File: src/verilog/ppi_pkg.sv
// Constants, register map and types for the parallel printer port block
package ppi_pkg;
   localparam int ADDR_W = 8;
   // Register byte offsets
   localparam logic [7:0] OFF_CTRL = 8'h00;
   localparam logic [7:0] OFF_DATA = 8'h04;
   localparam logic [7:0] OFF_STATUS = 8'h08;
   localparam logic [7:0] OFF_INT_STAT = 8'h0C;
   localparam logic [7:0] OFF_INT_MASK = 8'h10;
   localparam logic [7:0] OFF_TIMING = 8'h14;
   // Control register fields
   localparam int CTRL_W = 4;
   localparam int CTRL_SEL = 0;
   localparam int CTRL_INIT = 1;
   localparam int CTRL_AFD = 2;
   localparam int CTRL_DIR_IN = 3;
   localparam logic [3:0] CTRL_RST = 4'h0;
   // Status register fields
   localparam int ST_SELECTED = 0;
   localparam int ST_PAPER = 1;
   localparam int ST_BUSY = 2;
   localparam int ST_ACK_N = 3;
   localparam int ST_ERR_N = 4;
   localparam int ST_XFER = 5;
   localparam int ST_BYPASS = 6;
   localparam int ST_TEST = 7;
   localparam int ST_MULT_LSB = 8;
   localparam int ST_REF_LSB = 12;
   localparam int ST_OD_LSB = 16;
   // Interrupt status and mask fields
   localparam int IRQ_W = 5;
   localparam int IRQ_ACK = 0;
   localparam int IRQ_DONE = 1;
   localparam int IRQ_ERR = 2;
   localparam int IRQ_PAPER = 3;
   localparam int IRQ_READY = 4;
   localparam logic [4:0] MASK_RST = 5'h00;
   // Clocking figures reported to software
   localparam logic [3:0] REF_MHZ = 4'h6;
   localparam logic [3:0] PLL_MULT = 4'h8;
   // Timing
   localparam int CLK_NS = 100;
   localparam int T_SETUP_NS = 500;
   localparam int T_STROBE_NS = 500;
   localparam int T_HOLD_NS = 500;
   localparam int T_POR_NS = 1600;
   localparam logic [7:0] SETUP_CYC = 8'((T_SETUP_NS + CLK_NS - 1) / CLK_NS);
   localparam logic [7:0] STROBE_CYC = 8'((T_STROBE_NS + CLK_NS - 1) / CLK_NS);
   localparam logic [7:0] HOLD_CYC = 8'((T_HOLD_NS + CLK_NS - 1) / CLK_NS);
   localparam logic [7:0] POR_CYC = 8'((T_POR_NS + CLK_NS - 1) / CLK_NS);
   // Synchroniser vector layout
   localparam int SYNC_W = 21;
   localparam int SY_SEL = 0;
   localparam int SY_PAPER = 1;
   localparam int SY_BUSY = 2;
   localparam int SY_ACK_N = 3;
   localparam int SY_ERR_N = 4;
   localparam int SY_DATA_LSB = 5;
   localparam int SY_OD_LSB = 13;
   localparam int SY_BYPASS_N = 17;
   localparam int SY_TEST_N = 18;
   localparam int SY_SYSRST = 19;
   localparam int SY_OSC = 20;
   typedef enum logic [2:0] {X_IDLE, X_SETUP, X_STROBE, X_HOLD, X_WAIT} ppi_xfer_t;
endpackage

File: src/verilog/ppi_sync.sv
// Two-flop synchroniser bank for asynchronous pin inputs
`timescale 1ns/1ps
module ppi_sync #(
   parameter int W = 1
) (
   // Clock and reset
   input wire logic pclk,
   input wire logic presetn,
   // Pins in, synchronised levels out
   input wire logic [W-1:0] async_in,
   output logic [W-1:0] sync_out
);
   logic [W-1:0] meta_r;

   always_ff @(posedge pclk or negedge presetn) begin
      if (!presetn) begin
         meta_r <= '0;
         sync_out <= '0;
      end else begin
         meta_r <= async_in;
         sync_out <= meta_r;
      end
   end
endmodule

File: src/verilog/ppi_port.sv
// Parallel printer port with APB registers, strap and reset handling
//
// How it works
// - Reference timing from 6 MHz oscillator pins.
// - PLL multiplies reference by eight to 48 MHz.
// - Bypass strap low: external 48 MHz used.
// - Test strap low enters internal test mode.
// - System reset high initialises all state.
// - Reset pin tied low: internal power-on reset.
// - Eight-bit two-way data bus, bit 7 MSB.
// - Printer captures data while strobe is low.
// - Select-in pulled low selects the printer.
// - Initialize pulled low starts printer initialisation.
// - Auto-feed pulled low selects continuous feed.
//
// Our own choices: the APB interface to the registers and the register offsets.
`timescale 1ns/1ps
module ppi_port (
   // APB clock and reset
   input wire logic pclk,
   input wire logic presetn,
   // APB slave
   input wire logic psel,
   input wire logic penable,
   input wire logic pwrite,
   input wire logic [7:0] paddr,
   input wire logic [31:0] pwdata,
   output logic [31:0] prdata,
   output logic pready,
   output logic pslverr,
   // Interrupt
   output logic irq,
   // Oscillator, straps and system reset pins
   input wire logic osc_in,
   output logic osc_out,
   input wire logic pll_bypass_strap_n,
   input wire logic internal_test_strap_n,
   input wire logic sys_reset_in,
   // Printer status inputs
   input wire logic printer_selected_in,
   input wire logic paper_out_in,
   input wire logic busy_in,
   input wire logic byte_ack_in_n,
   input wire logic printer_error_in_n,
   // Printer data bus, bit 7 is pdata_7
   input wire logic [7:0] pdata_i,
   output logic [7:0] pdata_o,
   output logic pdata_oe,
   // Open-drain controls: select-in, init, auto-feed, strobe
   input wire logic printer_select_out_n_i,
   output logic printer_select_out_n_o,
   output logic printer_select_out_n_oe,
   input wire logic printer_init_out_n_i,
   output logic printer_init_out_n_o,
   output logic printer_init_out_n_oe,
   input wire logic auto_feed_out_n_i,
   output logic auto_feed_out_n_o,
   output logic auto_feed_out_n_oe,
   input wire logic data_strobe_out_n_i,
   output logic data_strobe_out_n_o,
   output logic data_strobe_out_n_oe
);
   logic [ppi_pkg::SYNC_W-1:0] pins_raw;
   logic [ppi_pkg::SYNC_W-1:0] pins_s;
   logic [7:0] por_cnt_r;
   logic por_done_r;
   logic rst_int_r;
   logic straps_taken_r;
   logic bypass_r;
   logic test_mode_r;
   logic [3:0] ctrl_r;
   logic [7:0] data_r;
   logic go_r;
   logic [ppi_pkg::IRQ_W-1:0] int_stat_r;
   logic [ppi_pkg::IRQ_W-1:0] int_mask_r;
   logic [ppi_pkg::IRQ_W-1:0] int_set;
   logic [7:0] t_setup_r;
   logic [7:0] t_strobe_r;
   logic [7:0] t_hold_r;
   ppi_pkg::ppi_xfer_t xfer_r;
   ppi_pkg::ppi_xfer_t xfer_nxt;
   logic [7:0] cnt_r;
   logic [4:0] stat_prev_r;
   logic [31:0] status_word;
   logic [31:0] rd_mux;
   logic rd_err;
   logic acc;
   logic wr_ctrl;
   logic wr_data;
   logic wr_mask;
   logic wr_timing;
   logic rd_int;
   logic data_refused;
   logic busy_s;
   logic ack_fall;
   logic done_ev;
   logic od_low_r;

   // Timed phase ends once the counter has covered the programmed cycles
   function automatic logic ppi_tdone(input logic [7:0] cnt, input logic [7:0] lim);
      ppi_tdone = ({1'b0, cnt} + 9'h001) >= {1'b0, lim};
   endfunction

   assign pins_raw = {osc_in, sys_reset_in, internal_test_strap_n, pll_bypass_strap_n,
                      data_strobe_out_n_i, auto_feed_out_n_i, printer_init_out_n_i,
                      printer_select_out_n_i, pdata_i, printer_error_in_n, byte_ack_in_n,
                      busy_in, paper_out_in, printer_selected_in};

   ppi_sync #(.W(ppi_pkg::SYNC_W)) u_sync (
      .pclk(pclk),
      .presetn(presetn),
      .async_in(pins_raw),
      .sync_out(pins_s)
   );

   assign busy_s = pins_s[ppi_pkg::SY_BUSY];

   // Power-on reset timer covers a reset pin that is tied low
   always_ff @(posedge pclk or negedge presetn) begin
      if (!presetn) begin
         por_cnt_r <= 8'h00;
         por_done_r <= 1'b0;
      end else if (!por_done_r) begin
         por_cnt_r <= por_cnt_r + 8'h01;
         por_done_r <= ppi_tdone(por_cnt_r, ppi_pkg::POR_CYC);
      end
   end

   // Internal reset: power-on window or the synchronised system reset pin
   always_ff @(posedge pclk or negedge presetn) begin
      if (!presetn) begin
         rst_int_r <= 1'b1;
      end else begin
         rst_int_r <= !por_done_r || pins_s[ppi_pkg::SY_SYSRST];
      end
   end

   // Straps are caught while the internal reset is active
   always_ff @(posedge pclk or negedge presetn) begin
      if (!presetn) begin
         straps_taken_r <= 1'b0;
         bypass_r <= 1'b0;
         test_mode_r <= 1'b0;
      end else if (rst_int_r) begin
         straps_taken_r <= 1'b1;
         bypass_r <= !pins_s[ppi_pkg::SY_BYPASS_N];
         test_mode_r <= !pins_s[ppi_pkg::SY_TEST_N];
      end
   end

   // Oscillator feedback inverter; parked low when an external clock is used
   always_ff @(posedge pclk or negedge presetn) begin
      if (!presetn) begin
         osc_out <= 1'b0;
      end else begin
         osc_out <= !bypass_r && !pins_s[ppi_pkg::SY_OSC];
      end
   end

   // APB decode
   assign acc = psel && penable && pready;
   assign wr_ctrl = acc && pwrite && (paddr == ppi_pkg::OFF_CTRL);
   assign wr_data = acc && pwrite && (paddr == ppi_pkg::OFF_DATA) && !pslverr;
   assign wr_mask = acc && pwrite && (paddr == ppi_pkg::OFF_INT_MASK);
   assign wr_timing = acc && pwrite && (paddr == ppi_pkg::OFF_TIMING);
   assign rd_int = acc && !pwrite && (paddr == ppi_pkg::OFF_INT_STAT);
   assign data_refused = (xfer_r != ppi_pkg::X_IDLE) || go_r
                         || ctrl_r[ppi_pkg::CTRL_DIR_IN] || rst_int_r;

   assign status_word = {12'h000,
                         pins_s[ppi_pkg::SY_OD_LSB +: 4],
                         ppi_pkg::REF_MHZ,
                         ppi_pkg::PLL_MULT,
                         test_mode_r,
                         bypass_r,
                         (xfer_r != ppi_pkg::X_IDLE) || go_r,
                         pins_s[ppi_pkg::SY_ERR_N],
                         pins_s[ppi_pkg::SY_ACK_N],
                         busy_s,
                         pins_s[ppi_pkg::SY_PAPER],
                         pins_s[ppi_pkg::SY_SEL]};

   always_comb begin
      rd_mux = 32'h00000000;
      rd_err = 1'b0;
      unique case (paddr)
         ppi_pkg::OFF_CTRL: rd_mux = {28'h0000000, ctrl_r};
         ppi_pkg::OFF_DATA: begin
            rd_mux = ctrl_r[ppi_pkg::CTRL_DIR_IN]
                     ? {24'h000000, pins_s[ppi_pkg::SY_DATA_LSB +: 8]}
                     : {24'h000000, data_r};
            rd_err = pwrite && data_refused;
         end
         ppi_pkg::OFF_STATUS: rd_mux = status_word;
         ppi_pkg::OFF_INT_STAT: rd_mux = {27'h0000000, int_stat_r};
         ppi_pkg::OFF_INT_MASK: rd_mux = {27'h0000000, int_mask_r};
         ppi_pkg::OFF_TIMING: rd_mux = {8'h00, t_hold_r, t_strobe_r, t_setup_r};
         default: rd_err = 1'b1;
      endcase
   end

   // No wait states: answer is prepared in the setup cycle
   always_ff @(posedge pclk or negedge presetn) begin
      if (!presetn) begin
         pready <= 1'b0;
         prdata <= 32'h00000000;
         pslverr <= 1'b0;
      end else if (psel && !penable) begin
         pready <= 1'b1;
         prdata <= pwrite ? 32'h00000000 : rd_mux;
         pslverr <= rd_err;
      end else begin
         pready <= 1'b0;
         prdata <= 32'h00000000;
         pslverr <= 1'b0;
      end
   end

   // Control register: select-in, init, auto-feed, data direction
   always_ff @(posedge pclk or negedge presetn) begin
      if (!presetn) begin
         ctrl_r <= ppi_pkg::CTRL_RST;
      end else if (rst_int_r) begin
         ctrl_r <= ppi_pkg::CTRL_RST;
      end else if (wr_ctrl) begin
         ctrl_r <= pwdata[ppi_pkg::CTRL_W-1:0];
      end
   end

   // Byte to print and its start request
   always_ff @(posedge pclk or negedge presetn) begin
      if (!presetn) begin
         data_r <= 8'h00;
         go_r <= 1'b0;
      end else if (rst_int_r) begin
         data_r <= 8'h00;
         go_r <= 1'b0;
      end else if (wr_data) begin
         data_r <= pwdata[7:0];
         go_r <= !test_mode_r;
      end else if (xfer_r == ppi_pkg::X_IDLE) begin
         go_r <= 1'b0;
      end
   end

   // Strobe timing register
   always_ff @(posedge pclk or negedge presetn) begin
      if (!presetn) begin
         t_setup_r <= ppi_pkg::SETUP_CYC;
         t_strobe_r <= ppi_pkg::STROBE_CYC;
         t_hold_r <= ppi_pkg::HOLD_CYC;
      end else if (rst_int_r) begin
         t_setup_r <= ppi_pkg::SETUP_CYC;
         t_strobe_r <= ppi_pkg::STROBE_CYC;
         t_hold_r <= ppi_pkg::HOLD_CYC;
      end else if (wr_timing) begin
         t_setup_r <= pwdata[7:0];
         t_strobe_r <= pwdata[15:8];
         t_hold_r <= pwdata[23:16];
      end
   end

   // Byte transfer sequencer
   always_comb begin
      xfer_nxt = xfer_r;
      unique case (xfer_r)
         ppi_pkg::X_IDLE: begin
            if (go_r) begin
               xfer_nxt = ppi_pkg::X_SETUP;
            end
         end
         ppi_pkg::X_SETUP: begin
            if (ppi_tdone(cnt_r, t_setup_r) && !busy_s) begin
               xfer_nxt = ppi_pkg::X_STROBE;
            end
         end
         ppi_pkg::X_STROBE: begin
            if (ppi_tdone(cnt_r, t_strobe_r)) begin
               xfer_nxt = ppi_pkg::X_HOLD;
            end
         end
         ppi_pkg::X_HOLD: begin
            if (ppi_tdone(cnt_r, t_hold_r)) begin
               xfer_nxt = ppi_pkg::X_WAIT;
            end
         end
         ppi_pkg::X_WAIT: begin
            if (ack_fall || !busy_s) begin
               xfer_nxt = ppi_pkg::X_IDLE;
            end
         end
      endcase
   end

   always_ff @(posedge pclk or negedge presetn) begin
      if (!presetn) begin
         xfer_r <= ppi_pkg::X_IDLE;
         cnt_r <= 8'h00;
      end else if (rst_int_r) begin
         xfer_r <= ppi_pkg::X_IDLE;
         cnt_r <= 8'h00;
      end else begin
         xfer_r <= xfer_nxt;
         cnt_r <= (xfer_nxt != xfer_r) ? 8'h00 : cnt_r + 8'h01;
      end
   end

   assign done_ev = (xfer_r == ppi_pkg::X_WAIT) && (xfer_nxt == ppi_pkg::X_IDLE);

   // Edge detection on synchronised status levels
   always_ff @(posedge pclk or negedge presetn) begin
      if (!presetn) begin
         stat_prev_r <= 5'h1F;
      end else begin
         stat_prev_r <= pins_s[ppi_pkg::SY_ERR_N:ppi_pkg::SY_SEL];
      end
   end

   assign ack_fall = stat_prev_r[ppi_pkg::SY_ACK_N] && !pins_s[ppi_pkg::SY_ACK_N];

   always_comb begin
      int_set = '0;
      int_set[ppi_pkg::IRQ_ACK] = ack_fall;
      int_set[ppi_pkg::IRQ_DONE] = done_ev;
      int_set[ppi_pkg::IRQ_ERR] = stat_prev_r[ppi_pkg::SY_ERR_N]
                                  && !pins_s[ppi_pkg::SY_ERR_N];
      int_set[ppi_pkg::IRQ_PAPER] = !stat_prev_r[ppi_pkg::SY_PAPER]
                                    && pins_s[ppi_pkg::SY_PAPER];
      int_set[ppi_pkg::IRQ_READY] = stat_prev_r[ppi_pkg::SY_BUSY] && !busy_s;
   end

   // Sticky interrupt status, cleared by read; a new event wins over the clear
   always_ff @(posedge pclk or negedge presetn) begin
      if (!presetn) begin
         int_stat_r <= '0;
      end else if (rst_int_r) begin
         int_stat_r <= '0;
      end else begin
         int_stat_r <= (rd_int ? int_stat_r & ~prdata[ppi_pkg::IRQ_W-1:0] : int_stat_r) | int_set;
      end
   end

   always_ff @(posedge pclk or negedge presetn) begin
      if (!presetn) begin
         int_mask_r <= ppi_pkg::MASK_RST;
      end else if (rst_int_r) begin
         int_mask_r <= ppi_pkg::MASK_RST;
      end else if (wr_mask) begin
         int_mask_r <= pwdata[ppi_pkg::IRQ_W-1:0];
      end
   end

   always_ff @(posedge pclk or negedge presetn) begin
      if (!presetn) begin
         irq <= 1'b0;
      end else begin
         irq <= |(int_stat_r & int_mask_r);
      end
   end

   // Data bus: driven from the byte register unless software turned it round
   always_ff @(posedge pclk or negedge presetn) begin
      if (!presetn) begin
         pdata_o <= 8'h00;
         pdata_oe <= 1'b0;
      end else if (rst_int_r) begin
         pdata_o <= 8'h00;
         pdata_oe <= 1'b0;
      end else begin
         pdata_o <= data_r;
         pdata_oe <= !ctrl_r[ppi_pkg::CTRL_DIR_IN];
      end
   end

   // Open-drain controls only ever pull low
   always_ff @(posedge pclk or negedge presetn) begin
      if (!presetn) begin
         od_low_r <= 1'b0;
         printer_select_out_n_oe <= 1'b0;
         printer_init_out_n_oe <= 1'b0;
         auto_feed_out_n_oe <= 1'b0;
         data_strobe_out_n_oe <= 1'b0;
      end else if (rst_int_r) begin
         od_low_r <= 1'b0;
         printer_select_out_n_oe <= 1'b0;
         printer_init_out_n_oe <= 1'b0;
         auto_feed_out_n_oe <= 1'b0;
         data_strobe_out_n_oe <= 1'b0;
      end else begin
         od_low_r <= 1'b0;
         printer_select_out_n_oe <= ctrl_r[ppi_pkg::CTRL_SEL];
         printer_init_out_n_oe <= ctrl_r[ppi_pkg::CTRL_INIT];
         auto_feed_out_n_oe <= ctrl_r[ppi_pkg::CTRL_AFD];
         data_strobe_out_n_oe <= (xfer_nxt == ppi_pkg::X_STROBE);
      end
   end

   assign printer_select_out_n_o = od_low_r;
   assign printer_init_out_n_o = od_low_r;
   assign auto_feed_out_n_o = od_low_r;
   assign data_strobe_out_n_o = od_low_r;

endmodule

File: config.mk
export PLATFORM = sky130hd
export DESIGN_NAME = ppi_port
export DESIGN_NICKNAME = d
export VERILOG_FILES = /design/src/verilog/ppi_pkg.sv /design/src/verilog/ppi_sync.sv /design/src/verilog/ppi_port.sv
export SDC_FILE = /design/constraint.sdc
export NUM_CORES = 1
export LEC_CHECK = 0
export BUFFER_PORTS_ARGS = -buffer_cell sky130_fd_sc_hd__buf_2
export CAP_MARGIN = 20
export CORE_MARGIN = 2
export CORE_UTILIZATION = 40
export DETAILED_ROUTE_END_ITERATION = 10
export SYNTH_ARGS = -nofsm -noshare
export SYNTH_HDL_FRONTEND = slang
export SYNTH_HIERARCHICAL = 1
export SYNTH_SLANG_ARGS = --single-unit
File: constraint.sdc
create_clock -name pclk -period 2.8 [get_ports pclk]
set_input_delay 0 -clock pclk [delete_from_list [all_inputs] [get_ports pclk]]
set_output_delay 0 -clock pclk [all_outputs]
set_load 0.005 [all_outputs]
==> impl_metrics.csv <==
group,metric,value,unit
power_and_ir_drop,p_per_area,583,mW/mm^2
hold_path,hp-class,"in -> reg",
run_status,status,"completed",
placed_design,numPlacedInstances,926,
setup_path,arrival,3010,ps
setup_path,reg2regPathDepth,11,
placed_design,hpwl,11400,um
layout,area_growth,27.9,%
layout,final_area,0.00854,mm^2
global_route,antenna_found_initial,0,
timing,hold_viol_final,0,
setup_path,r2r_setup_slack,140,ps
setup_path,crit_required,3150,ps
synthesis,synth_ff_type,"dfrtp_1",
timing,max_slew_margin,41.6,%
synthesis,syn_avg_cell_area,10.8,um^2
clock_network,cts_buffers,17,
synthesis,synth-seq-cells,157,
placed_design,dpl_worst_slack,53.0,ps
synthesis,yosys_warnings,6,
floorplan,rows,47,
detailed_routing,num_vias,5059,
layout,fillerInstances,1482,
detailed_routing,post_drt_wl_per_cell,16.1,um
setup_path,end_kind,"flop",
hold_path,min_to,"prdata[15]",
setup_path,cp-start-kind,"flop",
setup_path,worst-setup-path-type,"reg -> reg",
setup_path,r2r-end,"cnt_r[2]",
detailed_routing,drtAntennaViolNets,0,
timing,drv_slew,0,
clock_network,htree_levels,4,
detailed_routing,viasPerCell,5.00,
clock_network,path_clk_slew,60,ps
detailed_routing,routed_wl,16300,um
clock_network,clock-sinks,157,
hold_path,holdPathStages,3,
layout,drive_gt1_share,22.5,%
floorplan,dieArea,0.0177,mm^2
floorplan,die_h,133,um
synthesis,synth-edff-count,0,
clock_network,cts_tree,"yes",
floorplan,dieWidth,133,um
run,maxCapViolations,0,
placed_design,place.gp.congestion,0.871,
global_route,grt_pass1_vias,5123,
global_route,grt_overflow_total,0,
detailed_routing,dr.first_iter.drc_count,341,
global_route,grt_max_degree,78,
power_and_ir_drop,power_leakage,3.99,nW
floorplan,ioPinCount,119,
layout,antennaDiodeCount,0,
synthesis,synth.cell_area,0.00668,mm^2
clock_network,root_buffer,"clkbuf_16",
synthesis,yosysUniqueCellTypes,59,
synthesis,netlist_instances,616,
layout,regArea,0.00394,mm^2
layout,multi_input_area,0.00251,mm^2
synthesis,async_flop_share,100,%
placed_design,place_area,0.00743,mm^2
global_route,grt_use_total,19.2,%
timing,fin_crit_sh,94.9,%
setup_path,reg2reg_from,"cnt_r[1]",
layout,instances_no_fill,1011,
detailed_routing,drc,0,
timing,tightest_slew,873,ps
timing,setup_slack,144,ps
timing,setup_viol,0,
timing,rsz0062_at_grt,"yes",
layout,finalNetCount,871,
hold_path,worstHoldStart,"paddr[2]",
floorplan,start_util,40.6,%
setup_path,path_max_fanout,8,
placed_design,portBuffers,98,
timing,max_freq,376,MHz
synthesis,yosysSeqAreaShare,59.0,%
timing,skew,8.00,ps
power_and_ir_drop,peakVddDrop,0.000437,V
floorplan,core_region_area,0.0165,mm^2
global_route,grt_pass1_wl,26500,um
clock_network,clk_path_buf_depth,2,
detailed_routing,first_pass_iters,5,
timing,min_period,2660,ps
clock_network,clock_latency,420,ps
==> cell usage in the layout, fill, tap and decap left out, types with 6 or more instances in the layout <==
cell,n
a21oi_1,54
a22oi_1,14
buf_2,97
buf_4,20
clkbuf_16,17
conb_1,12
dfrtp_1,146
dfstp_2,11
dlygate4sd3_1,50
ha_1,26
inv_1,27
nand2_1,90
nand2b_1,6
nand3_1,28
nor2_1,35
nor2b_1,24
nor3_1,13
o21ai_0,9
xnor2_1,7
==> cell families after synthesis <==
kind of cell | after synthesis | share of synthesized area, %
multiplexers | 9 | 1.42
adder cells (fa/ha/maj) | 27 | 5.06
other | 1 | 0.0561
buffers and inverters | 64 | 4.59
flip-flops | 157 | 59.0
AO/OA/AOI/OAI | 114 | 10.9
AND/OR/NAND/NOR | 231 | 17.3
XOR/XNOR | 13 | 1.70
==> timing repair <==
item,CTS,global route
hold buffers,50,0
endpoints found under the hold margin,133,0
gates resized for setup,0,9
endpoints found under the setup margin,0,11
setup buffers,0,3
==> layout make-up <==
class / count / share of cell area [%]
multi-input cells: 406 / 29.4
inverters: 27 / 1.19
repair buffers: 169 / 13.7
clock buffers: 21 / 5.27
flip-flops and latches: 157 / 46.1
well taps: 220 / 3.22
clock inverters: 11 / 1.11
==> synthesized netlist by cell type (all sizes together), types with 2 or more instances <==
cell type | n | area share [%]
and4 | 2 | 0.26
nand4 | 5 | 0.47
nand3b | 4 | 0.45
xor2 | 4 | 0.52
ha | 27 | 5.1
nor3b | 2 | 0.30
dfstp | 11 | 4.3
nand2b | 6 | 0.56
nor2b | 24 | 2.2
mux2 | 4 | 0.67
a211oi | 2 | 0.22
a31oi | 3 | 0.28
xnor2 | 9 | 1.2
a22oi | 14 | 1.6
a21oi | 57 | 4.4
o21ai | 12 | 0.90
and2 | 4 | 0.37
a222oi | 4 | 0.60
and3 | 4 | 0.37
nor2 | 37 | 2.4
buf | 19 | 2.1
nor3 | 13 | 0.97
dfrtp | 146 | 55
nand3 | 28 | 2.1
inv | 27 | 1.5
a22o | 5 | 0.66
mux2i | 5 | 0.75
a211o | 5 | 0.66
nor4 | 2 | 0.19
nand2 | 91 | 5.2
clkbuf | 18 | 1.0
nand4b | 3 | 0.39
==> through the flow <==
stage / power [mW] / hold WS, ps / setup TNS, ps / util (%)
after CTS: 5.03 / 72.9 / 0 / 51.5
after floorplan: 2.64 / -296 / 0 / -
after global routing: 5.22 / 95.5 / -3.02 / 51.9
after global placement: 2.82 / 74.3 / 0 / 45.2
final: 4.98 / 89.1 / 0 / 51.9
after detailed placement: 2.83 / 79.0 / 0 / 45.2
==> worst max-delay path, cell delays in order (launching register included) <==
cell       delay, ps
dfrtp_1          370
ha_2             220
nand3_1          120
xnor2_2          170
ha_1             310
a2111oi_1        420
o21ai_1          140
o221ai_2         250
a221o_1          180
nand4_1          100
buf_4            180
nor2b_1          120
==> where the power goes <==
group | internal [mW] | switching [mW]
combinational | 0.210 | 0.260
clock | 1.24 | 0.889
sequential | 2.34 | 0.0491
total | 3.78 | 1.20
==> routing by layer <==
| layer | track usage, % | up-vias | wire [um] |
|---|---|---|---|
| met5 | 0 | - | 0 |
| met4 | 7.51 | 0 | 378 |
| met3 | 3.96 | 29 | 681 |
| met2 | 32.4 | 127 | 7970 |
| met1 | 24.5 | 2482 | 7220 |
| li1 | - | 2421 | - |
==> how the worst max path moves through the flow <==
stage / startpoint / to / depth (start not counted)
floorplan: cnt_r[0] / cnt_r[2] / 10
global placement: cnt_r[1] / cnt_r[7] / 11
detailed placement: cnt_r[1] / cnt_r[2] / 11
CTS: cnt_r[1] / cnt_r[2] / 11
global route: cnt_r[1] / cnt_r[2] / 11
finish: cnt_r[1] / cnt_r[2] / 11
==> registers in the layout, summed over array words and instances, names as in the netlist, 3 cells and up <==
signal,cells
stat_prev_r,4
cnt_r,8
u_sync/sync_out,21
int_stat_r,5
ctrl_r,4
pdata_o,8
int_mask_r,5
xfer_r,3
por_cnt_r,8
prdata,24
t_strobe_r,8
u_sync/meta_r,21
t_hold_r,8
data_r,8
t_setup_r,8
No activity file was read; power rests on OpenSTA's default activity.
